--- config.mk ---
export PLATFORM = sky130hd
export DESIGN_NAME = acs_device_flat
export DESIGN_NICKNAME = d
export VERILOG_FILES = /design/src/acs_pkg.sv /design/src/acs_if.sv /design/src/acs_device.sv /design/src/acs_sync.sv /design/src/flat_wrapper.sv
export SDC_FILE = /design/constraint.sdc
export NUM_CORES = 1
export LEC_CHECK = 0
export ABC_AREA = 0
export BUFFER_PORTS_ARGS = -buffer_cell sky130_fd_sc_hd__buf_2
export CORE_UTILIZATION = 32
export DETAILED_ROUTE_END_ITERATION = 8
export GPL_TIMING_DRIVEN = 0
export PLACE_DENSITY = 0.49
export SLEW_MARGIN = 10
export SYNTH_ARGS = -nofsm -noshare
export SYNTH_HDL_FRONTEND = slang
export SYNTH_SLANG_ARGS = --single-unit
export TNS_END_PERCENT = 5
--- constraint.sdc ---
create_clock -name clk -period 5 [get_ports clk]
set_input_delay 1 -clock clk [delete_from_list [all_inputs] [get_ports clk]]
set_output_delay 1 -clock clk [all_outputs]
set_load 0.05 [all_outputs]
--- src/acs_pkg.sv ---
// shared constants and types for the amp control sequencer
`default_nettype none
package acs_pkg;
	localparam int CLK_NS = 10;
	localparam int VALID_LOW_NS = 100;
	localparam int VALID_LOW_CYC = VALID_LOW_NS / CLK_NS;
	localparam real START_MS = 3.6;
	localparam int START_CYC = int'(START_MS * 1.0e6 / CLK_NS);
	localparam int PDN_OFF_US = 725;
	localparam int PDN_OFF_CYC = PDN_OFF_US * 1000 / CLK_NS;
	localparam int PDN_START_US = 650;
	localparam int PDN_START_CYC = PDN_START_US * 1000 / CLK_NS;
	localparam int PDN_MIN_US = 1;
	localparam int PDN_MIN_CYC = (PDN_MIN_US * 1000 + CLK_NS - 1) / CLK_NS;
	localparam int ERR_MIN_NS = 350;
	localparam int ERR_MIN_CYC = (ERR_MIN_NS + CLK_NS - 1) / CLK_NS;
	localparam int ERR_LOW_NS = 350;
	localparam int ERR_LOW_CYC = ERR_LOW_NS / CLK_NS;
	localparam int ERR_HOLD_MS = 300;
	localparam int ERR_HOLD_CYC = ERR_HOLD_MS * 1000000 / CLK_NS;
	localparam int RST_PULSE_MS = 200;
	localparam int RST_MIN_MS = 100;
	localparam int RST_HOLD_CYC = RST_PULSE_MS * 1000000 / CLK_NS;
	localparam int STRAP_SETUP_US = 100;
	localparam int STRAP_SETUP_CYC = STRAP_SETUP_US * 1000 / CLK_NS;
	localparam int BITS_MIN = 32;
	localparam int BITS_MAX = 64;
	localparam int BCLK_HALF = 4;
	localparam int RAMP_STEPS = 1024;
	localparam logic [4:0] STEP_NORM = 5'h04;
	localparam logic [4:0] STEP_DBL = 5'h08;
	localparam logic [4:0] STEP_QUAD = 5'h10;
	localparam int QUAD_MIN_HZ = 140000;
	localparam int DBL_MIN_HZ = 70000;
	localparam int QUAD_MAX_CYC = 1000000000 / CLK_NS / QUAD_MIN_HZ;
	localparam int DBL_MAX_CYC = 1000000000 / CLK_NS / DBL_MIN_HZ;
	localparam logic [2:0] FMT_RJ16 = 3'h0;
	localparam logic [2:0] FMT_RJ18 = 3'h1;
	localparam logic [2:0] FMT_RJ20 = 3'h2;
	localparam logic [2:0] FMT_RJ24 = 3'h3;
	localparam logic [2:0] FMT_I2S = 3'h4;
	localparam logic [2:0] FMT_LJ = 3'h5;
	localparam logic [7:0] REG_CTRL = 8'h00;
	localparam logic [7:0] REG_STRAP = 8'h04;
	localparam logic [7:0] REG_STATUS = 8'h08;
	localparam logic [7:0] REG_MASK = 8'h0c;
	localparam int CTRL_RESET = 0;
	localparam int CTRL_PDN = 1;
	localparam int CTRL_MUTE = 2;
	localparam int CTRL_ERR = 3;
	localparam int EV_RELEASED = 0;
	localparam int EV_STAGE_UP = 1;
	localparam int EV_STAGE_DOWN = 2;
	typedef enum {D_RESET, D_START, D_RUN, D_PDN_DRAIN, D_PDN_OFF, D_PDN_START,
		D_ERR_HOLD, D_ERR_WAIT} acs_dev_e;
	typedef enum {H_HOLD, H_RUN} acs_host_e;
endpackage
`default_nettype wire

--- src/acs_if.sv ---
// pin-level link between the system controller and the amplifier
`timescale 1ns/10ps
`default_nettype none
interface acs_if;
	logic       reset_n;
	logic       power_down_n;
	logic       mute_n;
	logic       backend_error_n;
	logic [2:0] input_format_sel;
	logic [1:0] gain_sel;
	logic       bclk;
	logic       fclk;
	logic       serial_audio_in;
	logic       stage_enable;
	logic       bridge_low;
	modport dev (input reset_n, power_down_n, mute_n, backend_error_n, input_format_sel,
		gain_sel, bclk, fclk, serial_audio_in, output stage_enable, bridge_low);
	modport host (output reset_n, power_down_n, mute_n, backend_error_n, input_format_sel,
		gain_sel, bclk, fclk, serial_audio_in, input stage_enable, bridge_low);
endinterface
`default_nettype wire

--- src/acs_device.sv ---
// amplifier end: reset, power-down, error recovery, strap latch and mute ramp
`timescale 1ns/10ps
`default_nettype none
module acs_device
	import acs_pkg::*;
#(
	parameter int START_CYCLES     = acs_pkg::START_CYC,
	parameter int PDN_OFF_CYCLES   = acs_pkg::PDN_OFF_CYC,
	parameter int PDN_START_CYCLES = acs_pkg::PDN_START_CYC,
	parameter int ERR_HOLD_CYCLES  = acs_pkg::ERR_HOLD_CYC
) (
	input  wire logic        clk,
	input  wire logic        sys_rst,
	acs_if.dev               pins,
	output logic             stage_enable,
	output logic             bridge_low,
	output logic      [10:0] volume,
	output logic      [4:0]  gain_db,
	output logic      [2:0]  data_format,
	output logic             format_reserved,
	output logic             ratio_ok,
	output logic      [4:0]  step_frames
);
	import acs_pkg::*;

	typedef struct packed {
		acs_dev_e    state;
		logic [24:0] cnt;
		logic        rst_q;
		logic        bclk_q;
		logic        fclk_q;
		logic [12:0] frame_cyc;
		logic [6:0]  bit_cnt;
		logic [4:0]  step_frames;
		logic [4:0]  frame_in_step;
		logic [10:0] volume;
		logic [2:0]  fmt;
		logic        fmt_reserved;
		logic [4:0]  gain_db;
		logic        ratio_ok;
		logic        stage_en;
		logic        bridge_low;
	} acs_dev_s;

	acs_dev_s   r;
	acs_dev_s   next_r;
	logic [10:0] sin;
	logic       s_rst_n;
	logic       s_pdn_n;
	logic       s_err_n;
	logic       s_mute_n;
	logic       s_bclk;
	logic       s_fclk;
	logic [2:0] s_fmt;
	logic [1:0] s_gain;
	logic       fclk_rise;
	logic [10:0] target;

	// every pin is asynchronous to clk, so all inputs but serial_audio_in go through two flops
	acs_sync #(
		.W (11)
	) u_sync (
		.clk     (clk),
		.sys_rst (sys_rst),
		.d       ({pins.reset_n, pins.power_down_n, pins.backend_error_n, pins.mute_n,
			pins.bclk, pins.fclk, pins.input_format_sel, pins.gain_sel}),
		.q       (sin)
	);

	assign s_rst_n  = sin[10];
	assign s_pdn_n  = sin[9];
	assign s_err_n  = sin[8];
	assign s_mute_n = sin[7];
	assign s_bclk   = sin[6];
	assign s_fclk   = sin[5];
	assign s_fmt    = sin[4:2];
	assign s_gain   = sin[1:0];
	assign fclk_rise = s_fclk && !r.fclk_q;
	assign target = s_mute_n ? 11'(RAMP_STEPS) : 11'h000;

	always_comb begin
		next_r = r;
		next_r.rst_q = s_rst_n;
		next_r.bclk_q = s_bclk;
		next_r.fclk_q = s_fclk;
		if (r.cnt != '1) begin
			next_r.cnt = r.cnt + 25'h1;
		end
		if (r.frame_cyc != '1) begin
			next_r.frame_cyc = r.frame_cyc + 13'h1;
		end
		if (s_bclk && !r.bclk_q && r.bit_cnt != '1) begin
			next_r.bit_cnt = r.bit_cnt + 7'h1;
		end
		if (fclk_rise) begin
			next_r.frame_cyc = 13'h0000;
			next_r.bit_cnt = 7'h00;
			// a ratio outside the BITS_MIN..BITS_MAX range is reported, not corrected
			next_r.ratio_ok = (r.bit_cnt >= 7'(BITS_MIN)) && (r.bit_cnt <= 7'(BITS_MAX));
			if (r.frame_cyc < 13'(QUAD_MAX_CYC)) begin
				next_r.step_frames = STEP_QUAD;
			end else if (r.frame_cyc < 13'(DBL_MAX_CYC)) begin
				next_r.step_frames = STEP_DBL;
			end else begin
				next_r.step_frames = STEP_NORM;
			end
			if (r.frame_in_step + 5'h01 >= r.step_frames) begin
				next_r.frame_in_step = 5'h00;
				if (r.volume > target) begin
					next_r.volume = r.volume - 11'h001;
				end else if (r.volume < target) begin
					next_r.volume = r.volume + 11'h001;
				end
			end else begin
				next_r.frame_in_step = r.frame_in_step + 5'h01;
			end
		end

		if (s_err_n == 1'b0 && r.state != D_RESET && r.state != D_ERR_HOLD
			&& r.state != D_ERR_WAIT) begin
			// three edges from pin to output keeps well inside the limit
			next_r.state = D_ERR_HOLD;
			next_r.stage_en = 1'b0;
			next_r.bridge_low = 1'b1;
			next_r.cnt = 25'h0;
		end else begin
			case (r.state)
				D_RESET: begin
					next_r.stage_en = 1'b0;
					next_r.bridge_low = 1'b1;
					next_r.volume = 11'h000;
				end
				D_START: begin
					if (r.cnt >= 25'(START_CYCLES - 1)) begin
						next_r.state = D_RUN;
						next_r.stage_en = 1'b1;
						next_r.bridge_low = 1'b0;
					end
				end
				D_RUN: begin
					if (!s_pdn_n) begin
						next_r.state = D_PDN_DRAIN;
						next_r.cnt = 25'h0;
					end
				end
				D_PDN_DRAIN: begin
					if (s_pdn_n) begin
						next_r.state = D_RUN;
					end else if (r.cnt >= 25'(PDN_OFF_CYCLES - 1)) begin
						next_r.state = D_PDN_OFF;
						next_r.stage_en = 1'b0;
					end
				end
				D_PDN_OFF: begin
					if (s_pdn_n) begin
						next_r.state = D_PDN_START;
						next_r.cnt = 25'h0;
					end
				end
				D_PDN_START: begin
					if (!s_pdn_n) begin
						next_r.state = D_PDN_OFF;
					end else if (r.cnt >= 25'(PDN_START_CYCLES - 1)) begin
						next_r.state = D_RUN;
						next_r.stage_en = 1'b1;
					end
				end
				D_ERR_HOLD: begin
					if (r.cnt >= 25'(ERR_HOLD_CYCLES - 1)) begin
						// recovery is only tried once the error line is back high
						if (s_err_n) begin
							next_r.state = D_RUN;
							next_r.stage_en = 1'b1;
							next_r.bridge_low = 1'b0;
						end else begin
							next_r.state = D_ERR_WAIT;
						end
					end
				end
				D_ERR_WAIT: begin
					if (s_err_n) begin
						next_r.state = D_RUN;
						next_r.stage_en = 1'b1;
						next_r.bridge_low = 1'b0;
					end
				end
				default: begin
					next_r.state = D_RESET;
				end
			endcase
		end

		if (!s_rst_n) begin
			next_r.state = D_RESET;
			next_r.stage_en = 1'b0;
			next_r.bridge_low = 1'b1;
			next_r.volume = 11'h000;
			next_r.cnt = 25'h0;
		end else if (!r.rst_q) begin
			// straps are caught once here; later pin changes are ignored
			next_r.fmt = s_fmt;
			next_r.fmt_reserved = (s_fmt != FMT_RJ16) && (s_fmt != FMT_RJ18)
				&& (s_fmt != FMT_RJ20) && (s_fmt != FMT_RJ24)
				&& (s_fmt != FMT_I2S) && (s_fmt != FMT_LJ);
			next_r.gain_db = 5'(6 * s_gain);
			next_r.state = D_START;
			next_r.cnt = 25'h0;
		end
	end

	always_ff @(posedge clk) begin
		if (sys_rst) begin
			r <= '0;
			r.state <= D_RESET;
			r.bridge_low <= 1'b1;
			r.step_frames <= STEP_NORM;
		end else begin
			r <= next_r;
		end
	end

	assign pins.stage_enable = r.stage_en;
	assign pins.bridge_low   = r.bridge_low;
	assign stage_enable      = r.stage_en;
	assign bridge_low        = r.bridge_low;
	assign volume            = r.volume;
	assign gain_db           = r.gain_db;
	assign data_format       = r.fmt;
	assign format_reserved   = r.fmt_reserved;
	assign ratio_ok          = r.ratio_ok;
	assign step_frames       = r.step_frames;
endmodule // acs_device
`default_nettype wire

--- src/acs_sync.sv ---
// two-stage synchroniser for levels arriving from outside the clock domain
`timescale 1ns/10ps
`default_nettype none
module acs_sync #(
	parameter int W = 1
) (
	input  wire logic         clk,
	input  wire logic         sys_rst,
	input  wire logic [W-1:0] d,
	output logic      [W-1:0] q
);
	typedef struct packed {
		logic [W-1:0] s1;
		logic [W-1:0] s2;
	} acs_sync_s;
	acs_sync_s r;
	acs_sync_s next_r;

	always_comb begin
		next_r = r;
		next_r.s1 = d;
		next_r.s2 = r.s1;
	end

	always_ff @(posedge clk) begin
		if (sys_rst) begin
			r <= '0;
		end else begin
			r <= next_r;
		end
	end

	assign q = r.s2;
endmodule // acs_sync
`default_nettype wire

--- src/flat_wrapper.sv ---
// flat-port wrapper written by rule: the top's interface ports become plain ports
module acs_device_flat import acs_pkg::*;
#(
	parameter int START_CYCLES     = acs_pkg::START_CYC,
	parameter int PDN_OFF_CYCLES   = acs_pkg::PDN_OFF_CYC,
	parameter int PDN_START_CYCLES = acs_pkg::PDN_START_CYC,
	parameter int ERR_HOLD_CYCLES  = acs_pkg::ERR_HOLD_CYC
)
  (clk, sys_rst, stage_enable, bridge_low, volume, gain_db, data_format, format_reserved, ratio_ok, step_frames, pins_reset_n, pins_power_down_n, pins_mute_n, pins_backend_error_n, pins_input_format_sel, pins_gain_sel, pins_bclk, pins_fclk, pins_serial_audio_in, pins_stage_enable, pins_bridge_low);
  acs_if pins_i ();
  input  wire logic clk;
  input  wire logic sys_rst;
  output logic stage_enable;
  output logic bridge_low;
  output logic      [10:0] volume;
  output logic      [4:0] gain_db;
  output logic      [2:0] data_format;
  output logic format_reserved;
  output logic ratio_ok;
  output logic      [4:0] step_frames;
  input wire logic [$bits(pins_i.reset_n)-1:0] pins_reset_n;
  input wire logic [$bits(pins_i.power_down_n)-1:0] pins_power_down_n;
  input wire logic [$bits(pins_i.mute_n)-1:0] pins_mute_n;
  input wire logic [$bits(pins_i.backend_error_n)-1:0] pins_backend_error_n;
  input wire logic [$bits(pins_i.input_format_sel)-1:0] pins_input_format_sel;
  input wire logic [$bits(pins_i.gain_sel)-1:0] pins_gain_sel;
  input wire logic [$bits(pins_i.bclk)-1:0] pins_bclk;
  input wire logic [$bits(pins_i.fclk)-1:0] pins_fclk;
  input wire logic [$bits(pins_i.serial_audio_in)-1:0] pins_serial_audio_in;
  output wire logic [$bits(pins_i.stage_enable)-1:0] pins_stage_enable;
  output wire logic [$bits(pins_i.bridge_low)-1:0] pins_bridge_low;
  assign pins_i.reset_n = pins_reset_n;
  assign pins_i.power_down_n = pins_power_down_n;
  assign pins_i.mute_n = pins_mute_n;
  assign pins_i.backend_error_n = pins_backend_error_n;
  assign pins_i.input_format_sel = pins_input_format_sel;
  assign pins_i.gain_sel = pins_gain_sel;
  assign pins_i.bclk = pins_bclk;
  assign pins_i.fclk = pins_fclk;
  assign pins_i.serial_audio_in = pins_serial_audio_in;
  assign pins_stage_enable = pins_i.stage_enable;
  assign pins_bridge_low = pins_i.bridge_low;
  acs_device #(.START_CYCLES(START_CYCLES), .PDN_OFF_CYCLES(PDN_OFF_CYCLES), .PDN_START_CYCLES(PDN_START_CYCLES), .ERR_HOLD_CYCLES(ERR_HOLD_CYCLES)) u_core (.clk(clk), .sys_rst(sys_rst), .pins(pins_i), .stage_enable(stage_enable), .bridge_low(bridge_low), .volume(volume), .gain_db(gain_db), .data_format(data_format), .format_reserved(format_reserved), .ratio_ok(ratio_ok), .step_frames(step_frames));
endmodule
Word-level counts from Yosys, hierarchy flattened
Index checks and enable logic that the tools add are counted.

storage, ports and cells
  logic and storage cells = 150
  register bits = 134
  bits of input ports = 14
  output and inout bits = 30

cells by class
  reductions and logical operators = 30
  $add $sub $neg = 6
  mux-type cells = 34
  eq/ne operators = 44
  $lt $le $gt $ge = 11
  bitwise operators = 4
  multipliers = 1

operators with widths
  operator                                                                 number
  32-bit case mux with 8 select lines                                      1
  32-bit two-way mux                                                       7
  32-bit by 3-bit equality test with 1-bit output, second input constant   4
  57-bit two-way mux                                                       2
  11-bit two-way mux                                                       7
  32-bit by 2-bit equality test with 1-bit output, second input constant   2
  32-bit by 4-bit != test with 1-bit output, second input constant         2
  25-bit case mux with 2 select lines                                      1
  32-bit by 1-bit equality test with 1-bit output, second input constant   1
  32-bit logical NOT                                                       1
  32-bit nonzero test                                                      1
  28-bit two-way mux                                                       1
  26-bit two-way mux                                                       1
  25-bit by 1-bit adder with 25-bit output, second input constant          1
  25-bit by 16-bit >= comparator with 1-bit output, second input constant  1
  25-bit by 17-bit >= comparator with 1-bit output, second input constant  1
  25-bit by 19-bit >= comparator with 1-bit output, second input constant  1
  25-bit >= comparator, second input constant                              1
  25-bit two-way mux                                                       1
  25-bit != test, second input constant                                    1
  8-bit AND reduction                                                      3
  3-bit by 2-bit != test with 1-bit output, second input constant          7
  4-bit != test, second input constant                                     5
  13-bit by 1-bit adder with 13-bit output, second input constant          1
  other kinds (39)                                                         76

Depth between registers and ports, before layout
  depth after elaboration = 8
  mapped depth = 10
  gate-level depth less buffers = 10

Modules after synthesis
Synthesis repeated with hierarchy kept, for this count alone.

unflattened totals
  cells, all modules = 626
  area, all modules = 5260.0 um2

by module, submodules not included
  module      cells an instance  area an instance (um2)  times used  sequential area each (um2)
  acs_device  580                4619.4                  1           1621.6
  acs_sync    46                 640.6                   1           440.4

Least setup slack after synthesis
No wires, ideal clock.

  path type = flip-flop to flip-flop
  start = register u_core.r, in the netlist u_core.volume[0]
  end = register u_core.r, in the netlist u_core.volume[7]
  path slack = 2.812 ns
  buffers on the path = 0
  arrival time = 2.061 ns
  cell stages (with the launch flop) = 10
  required time = 4.872 ns
  cell sequence = dfxtp_1 > inv_1 > ha_1 > nor2b_1 > nand4b_1 > nand3b_1 > or4_1 > o41a_1 > xor2_1 > nor2_1

on the way
  word-level cells in the longest chain between the ends = 7
  elaborated cells on any way between the ends = 10

RTL lines
  element                                                                          RTL line                              text
  start, declared                                                                  acs_device.sv:45                      acs_dev_s r;
  start signal, assigned                                                           acs_device.sv:218                     r <= next_r;
  11-bit by 1-bit adder with 11-bit output or 11-bit < comparator (tied branches)  acs_device.sv:112, acs_device.sv:111
  11-bit two-way mux                                                               acs_device.sv:111                     end else if (r.volume < target) begin
  11-bit two-way mux (*)                                                           acs_device.sv:109                     if (r.volume > target) begin
  11-bit two-way mux (*)                                                           acs_device.sv:107                     if (r.frame_in_step + 5'h01 >= r.step_frames) begin
  11-bit two-way mux (*)                                                           acs_device.sv:95                      if (fclk_rise) begin
  11-bit two-way mux                                                               acs_device.sv:127                     case (r.state)
  11-bit two-way mux (*)                                                           acs_device.sv:119                     if (s_err_n == 1'b0 && r.state != D_RESET && r.state != D_ERR_HOLD

Every way passes the cells marked *; elsewhere a longest branch is shown, timed or not.
A chain may end at the register's enable or synchronous reset.

Worst setup path in the final report
Ends and elaborated chain as after synthesis.

==> results.md <==
* DR WL/cell at 12.4 microns
* Gr usage total at 14.0%
* Port Buffer Count at 39
* CTS sink cnt at 103
* Diodes inserted at 0
* Clock period minus worst slack at 2540 ps
* VDD IR-drop max at 126 uV
* Fin crit share at 50.9%
* Yosys warns at 0
* Post-route cell area at 0.00604 sq mm
* Final Hold Viols at 0
* Outcome: complete, no violations
* Rows at 46
* Synthesis-to-finish area growth at 14.7%
* Max-slew violations at 0
* WS Path Type: register to register
* Routed wire length at 11100 microns
* Setup Fix Bufs, Post-CTS at 0
* Comb pwr share at 4.7%
* Vias at 4274
* Share of cells above drive strength 1 at 16.3%
* Fin Setup TNS at 0 ps
* DP HPWL at 8190 microns
* WP data arrival at 2760 ps
* PostCTS Resize Cnt at 0
* Initial DRC Count at 241
* End of the worst register-to-register path: u_core.volume[7]
* Mean Syn Cell Area at 8.44 sq um
* Fmax at 0.393 GHz
* Clock buffer depth at 2
* Hold Buf Count CTS at 0
* DIE HEIGHT at 130 microns
* P_sw at 0.382 mW
* Setup crit end kind: register
* Commonest cells after routing, fill and taps aside: dfxtp_1, nor2_1, nand2_1, buf_2
* Slowest Stage Delay on Critical Path at 510 ps
* DR pass1 iterations at 5
* Inserted Clock Buffers at 9
* Sw Share at 23.3%
* Number of global-route vias before repair at 3835
* Worst Path Required at 5220 ps
* Root Driver: clkbuf_16
* Top-level I/O count at 44
* Kind of start point of the critical path: register
* Worst r2r src: u_core.volume[0]
* RSZ-0062 raised after global routing: no
* Crit-path cells: inv_1, ha_1, nor2b_1, nand4b_1, nand3b_1, or4_1, o41a_1, xor2_1, nor2_1
* Crit path capture: u_core.volume[7]
* Mapped cell area at 0.00527 sq mm
* Most used routing layer: met2
* Rel. slew slack at 52.4%
* Overflow after GRT at 0
* CTS tree: done
* Die area at 0.0170 sq mm
* PD cells at 272 mW/mm^2
* Largest fanout on the critical path at 9
* Leading cell type in the layout, fill and taps excluded: dfxtp_1
* Synthesized instance count at 624
* Worst setup path start: u_core.volume[0]
* Static Leak at 2.24 nW
* Seq/Total Area, Yosys at 39.2%
* Met3 track demand over resource at 3.16%
* Internal power at 1.26 mW
* Core Box Area at 0.0160 sq mm
* Reg power frac at 51.4%
* GRT met1 Usage at 19.7%
* Placed Instances at 881
* Final Instance Count excl. Fillers at 897
* Area leader, netlist: dfxtp_1
* Initial antenna violation count at 0
* #FFs+latches synth at 103
* Worst Tran Pin Value at 713 ps
* First-pass GRT wire length at 18800 microns
* FFs w/ async S/R, synth at 0%
* Residual DRC count at 0
* Final core utilization at 37.8%
* Reg clk slew, reported paths at 70 ps
* Routability cong. at 0.880
* Worst-case reg-to-reg path depth at 9
* Post-route ant nets at 0
* Post-synth EDFFs at 0
* Hold/Removal Path Class: register to register
* Synth cell types at 64
* Area after DPL at 0.00574 sq mm
* Depth of the CTS H-tree at 3
* Yosys top cell area share at 39.2%
* Layout net count at 704
* Vias per Instance at 4.76
* Max_cap viols at 0
* Worst clock skew at 6.96 ps
* Ys flop type: dfxtp_1
* Clock power frac at 44.0%
* Initial Util at 32.9%
* Worst-Skew Late Latency at 340 ps
* Largest net degree at the start of global routing at 19
* Hold Startpoint: u_core.u_sync.next_r[10]
* Die outline width at 130 microns
* Final Setup Violations at 0
* Slowest cell on crit path: dfxtp_1
* Top area cells in the synthesized netlist: dfxtp_1, nor2_1, buf_4, xnor2_1, nand2_1
* Met2 Use GR at 21.0%
* Setup slack, reg-to-reg at 2460 ps
==> power by group through the flow <==
stage	clock [mW]	sequential [mW]	combinational (mW)
2_1_floorplan	0	0.861	0.0573
3_3_place_gp	0	0.862	0.0760
3_5_place_dp	0	0.862	0.0769
4_1_cts	0.752	0.843	0.0771
5_1_grt	0.785	0.845	0.0857
6_report	0.721	0.843	0.0763
==> sequential cells by signal, summed over array words and instances (netlist names), 3 cells and up <==
name,flops
u_core.data_format,3
u_core.gain_db,4
u_core.r,56
u_core.step_frames,3
u_core.u_sync.next_r,11
u_core.u_sync.q,11
u_core.volume,11
==> critical path, delay by kind of cell (launching register included) <==
kind / cells / cell delay (ps)
xor gates and xnor gates: 1 / 140
buffers and inverters: 1 / 80
DFF: 1 / 510
and+or+nand+nor: 5 / 1090
adders and majority gates: 1 / 240
AOI/OAI and AO/OA: 1 / 350
==> cell type report <==
class                      instances  area [sq um]
sequential                       103          2060
fill                            1681          9960
inverter                          19          71.3
clock inverter                     7          77.6
multi-input combinational        451          2770
buffer                            53           373
tap                              216           270
timing repair buffer              39           195
clock buffer                       9           225
==> synth_stat cells (19+ instances only) <==
cell / count
nand3_1: 27
inv_1: 19
buf_4: 30
nor2b_1: 30
nand4_1: 19
nor2_1: 85
o21ai_0: 19
xnor2_1: 25
xor2_1: 22
a21oi_1: 28
nand2_1: 56
dfxtp_1: 103
==> stage by stage <==
| step | hold slack [ps] | worst slack [ps] | power [mW] |
|---|---|---|---|
| 4_1_cts | 442 | 2470 | 1.67 |
| 6_report | 438 | 2460 | 1.64 |
| 5_1_grt | 452 | 2310 | 1.72 |
| 2_1_floorplan | 414 | 2810 | 0.918 |
| 3_5_place_dp | 425 | 2370 | 0.939 |
| 3_3_place_gp | 421 | 2430 | 0.938 |
==> routing by layer <==
layer	vias to the layer above	wire, microns
met4	0	180
met2	101	4840
met3	13	489
met1	1936	5590
li1	2224	-
met5	-	0
==> kinds of logic after synthesis <==
family / share of synthesized area, %
other cells: 0.0712
fa+ha+maj: 3.33
flops: 39.2
buf+inv: 8.44
compound gates: 11.6
xor+xnor: 7.82
simple gates: 28.4
mux: 1.14
==> worst min path at each step <==
| stage | endpoint | slack [ps] | cells past startpoint |
|---|---|---|---|
| after floorplan | u_core.u_sync.q[0] | 410 | 1 |
| after global routing | u_core.u_sync.q[4] | 450 | 1 |
| final | u_core.u_sync.q[10] | 440 | 1 |
| after global placement | u_core.u_sync.q[10] | 420 | 1 |
| after detailed placement | u_core.u_sync.q[10] | 430 | 1 |
| after CTS | u_core.data_format[0] | 440 | 2 |
No activity file was read; power rests on OpenSTA's default activity.
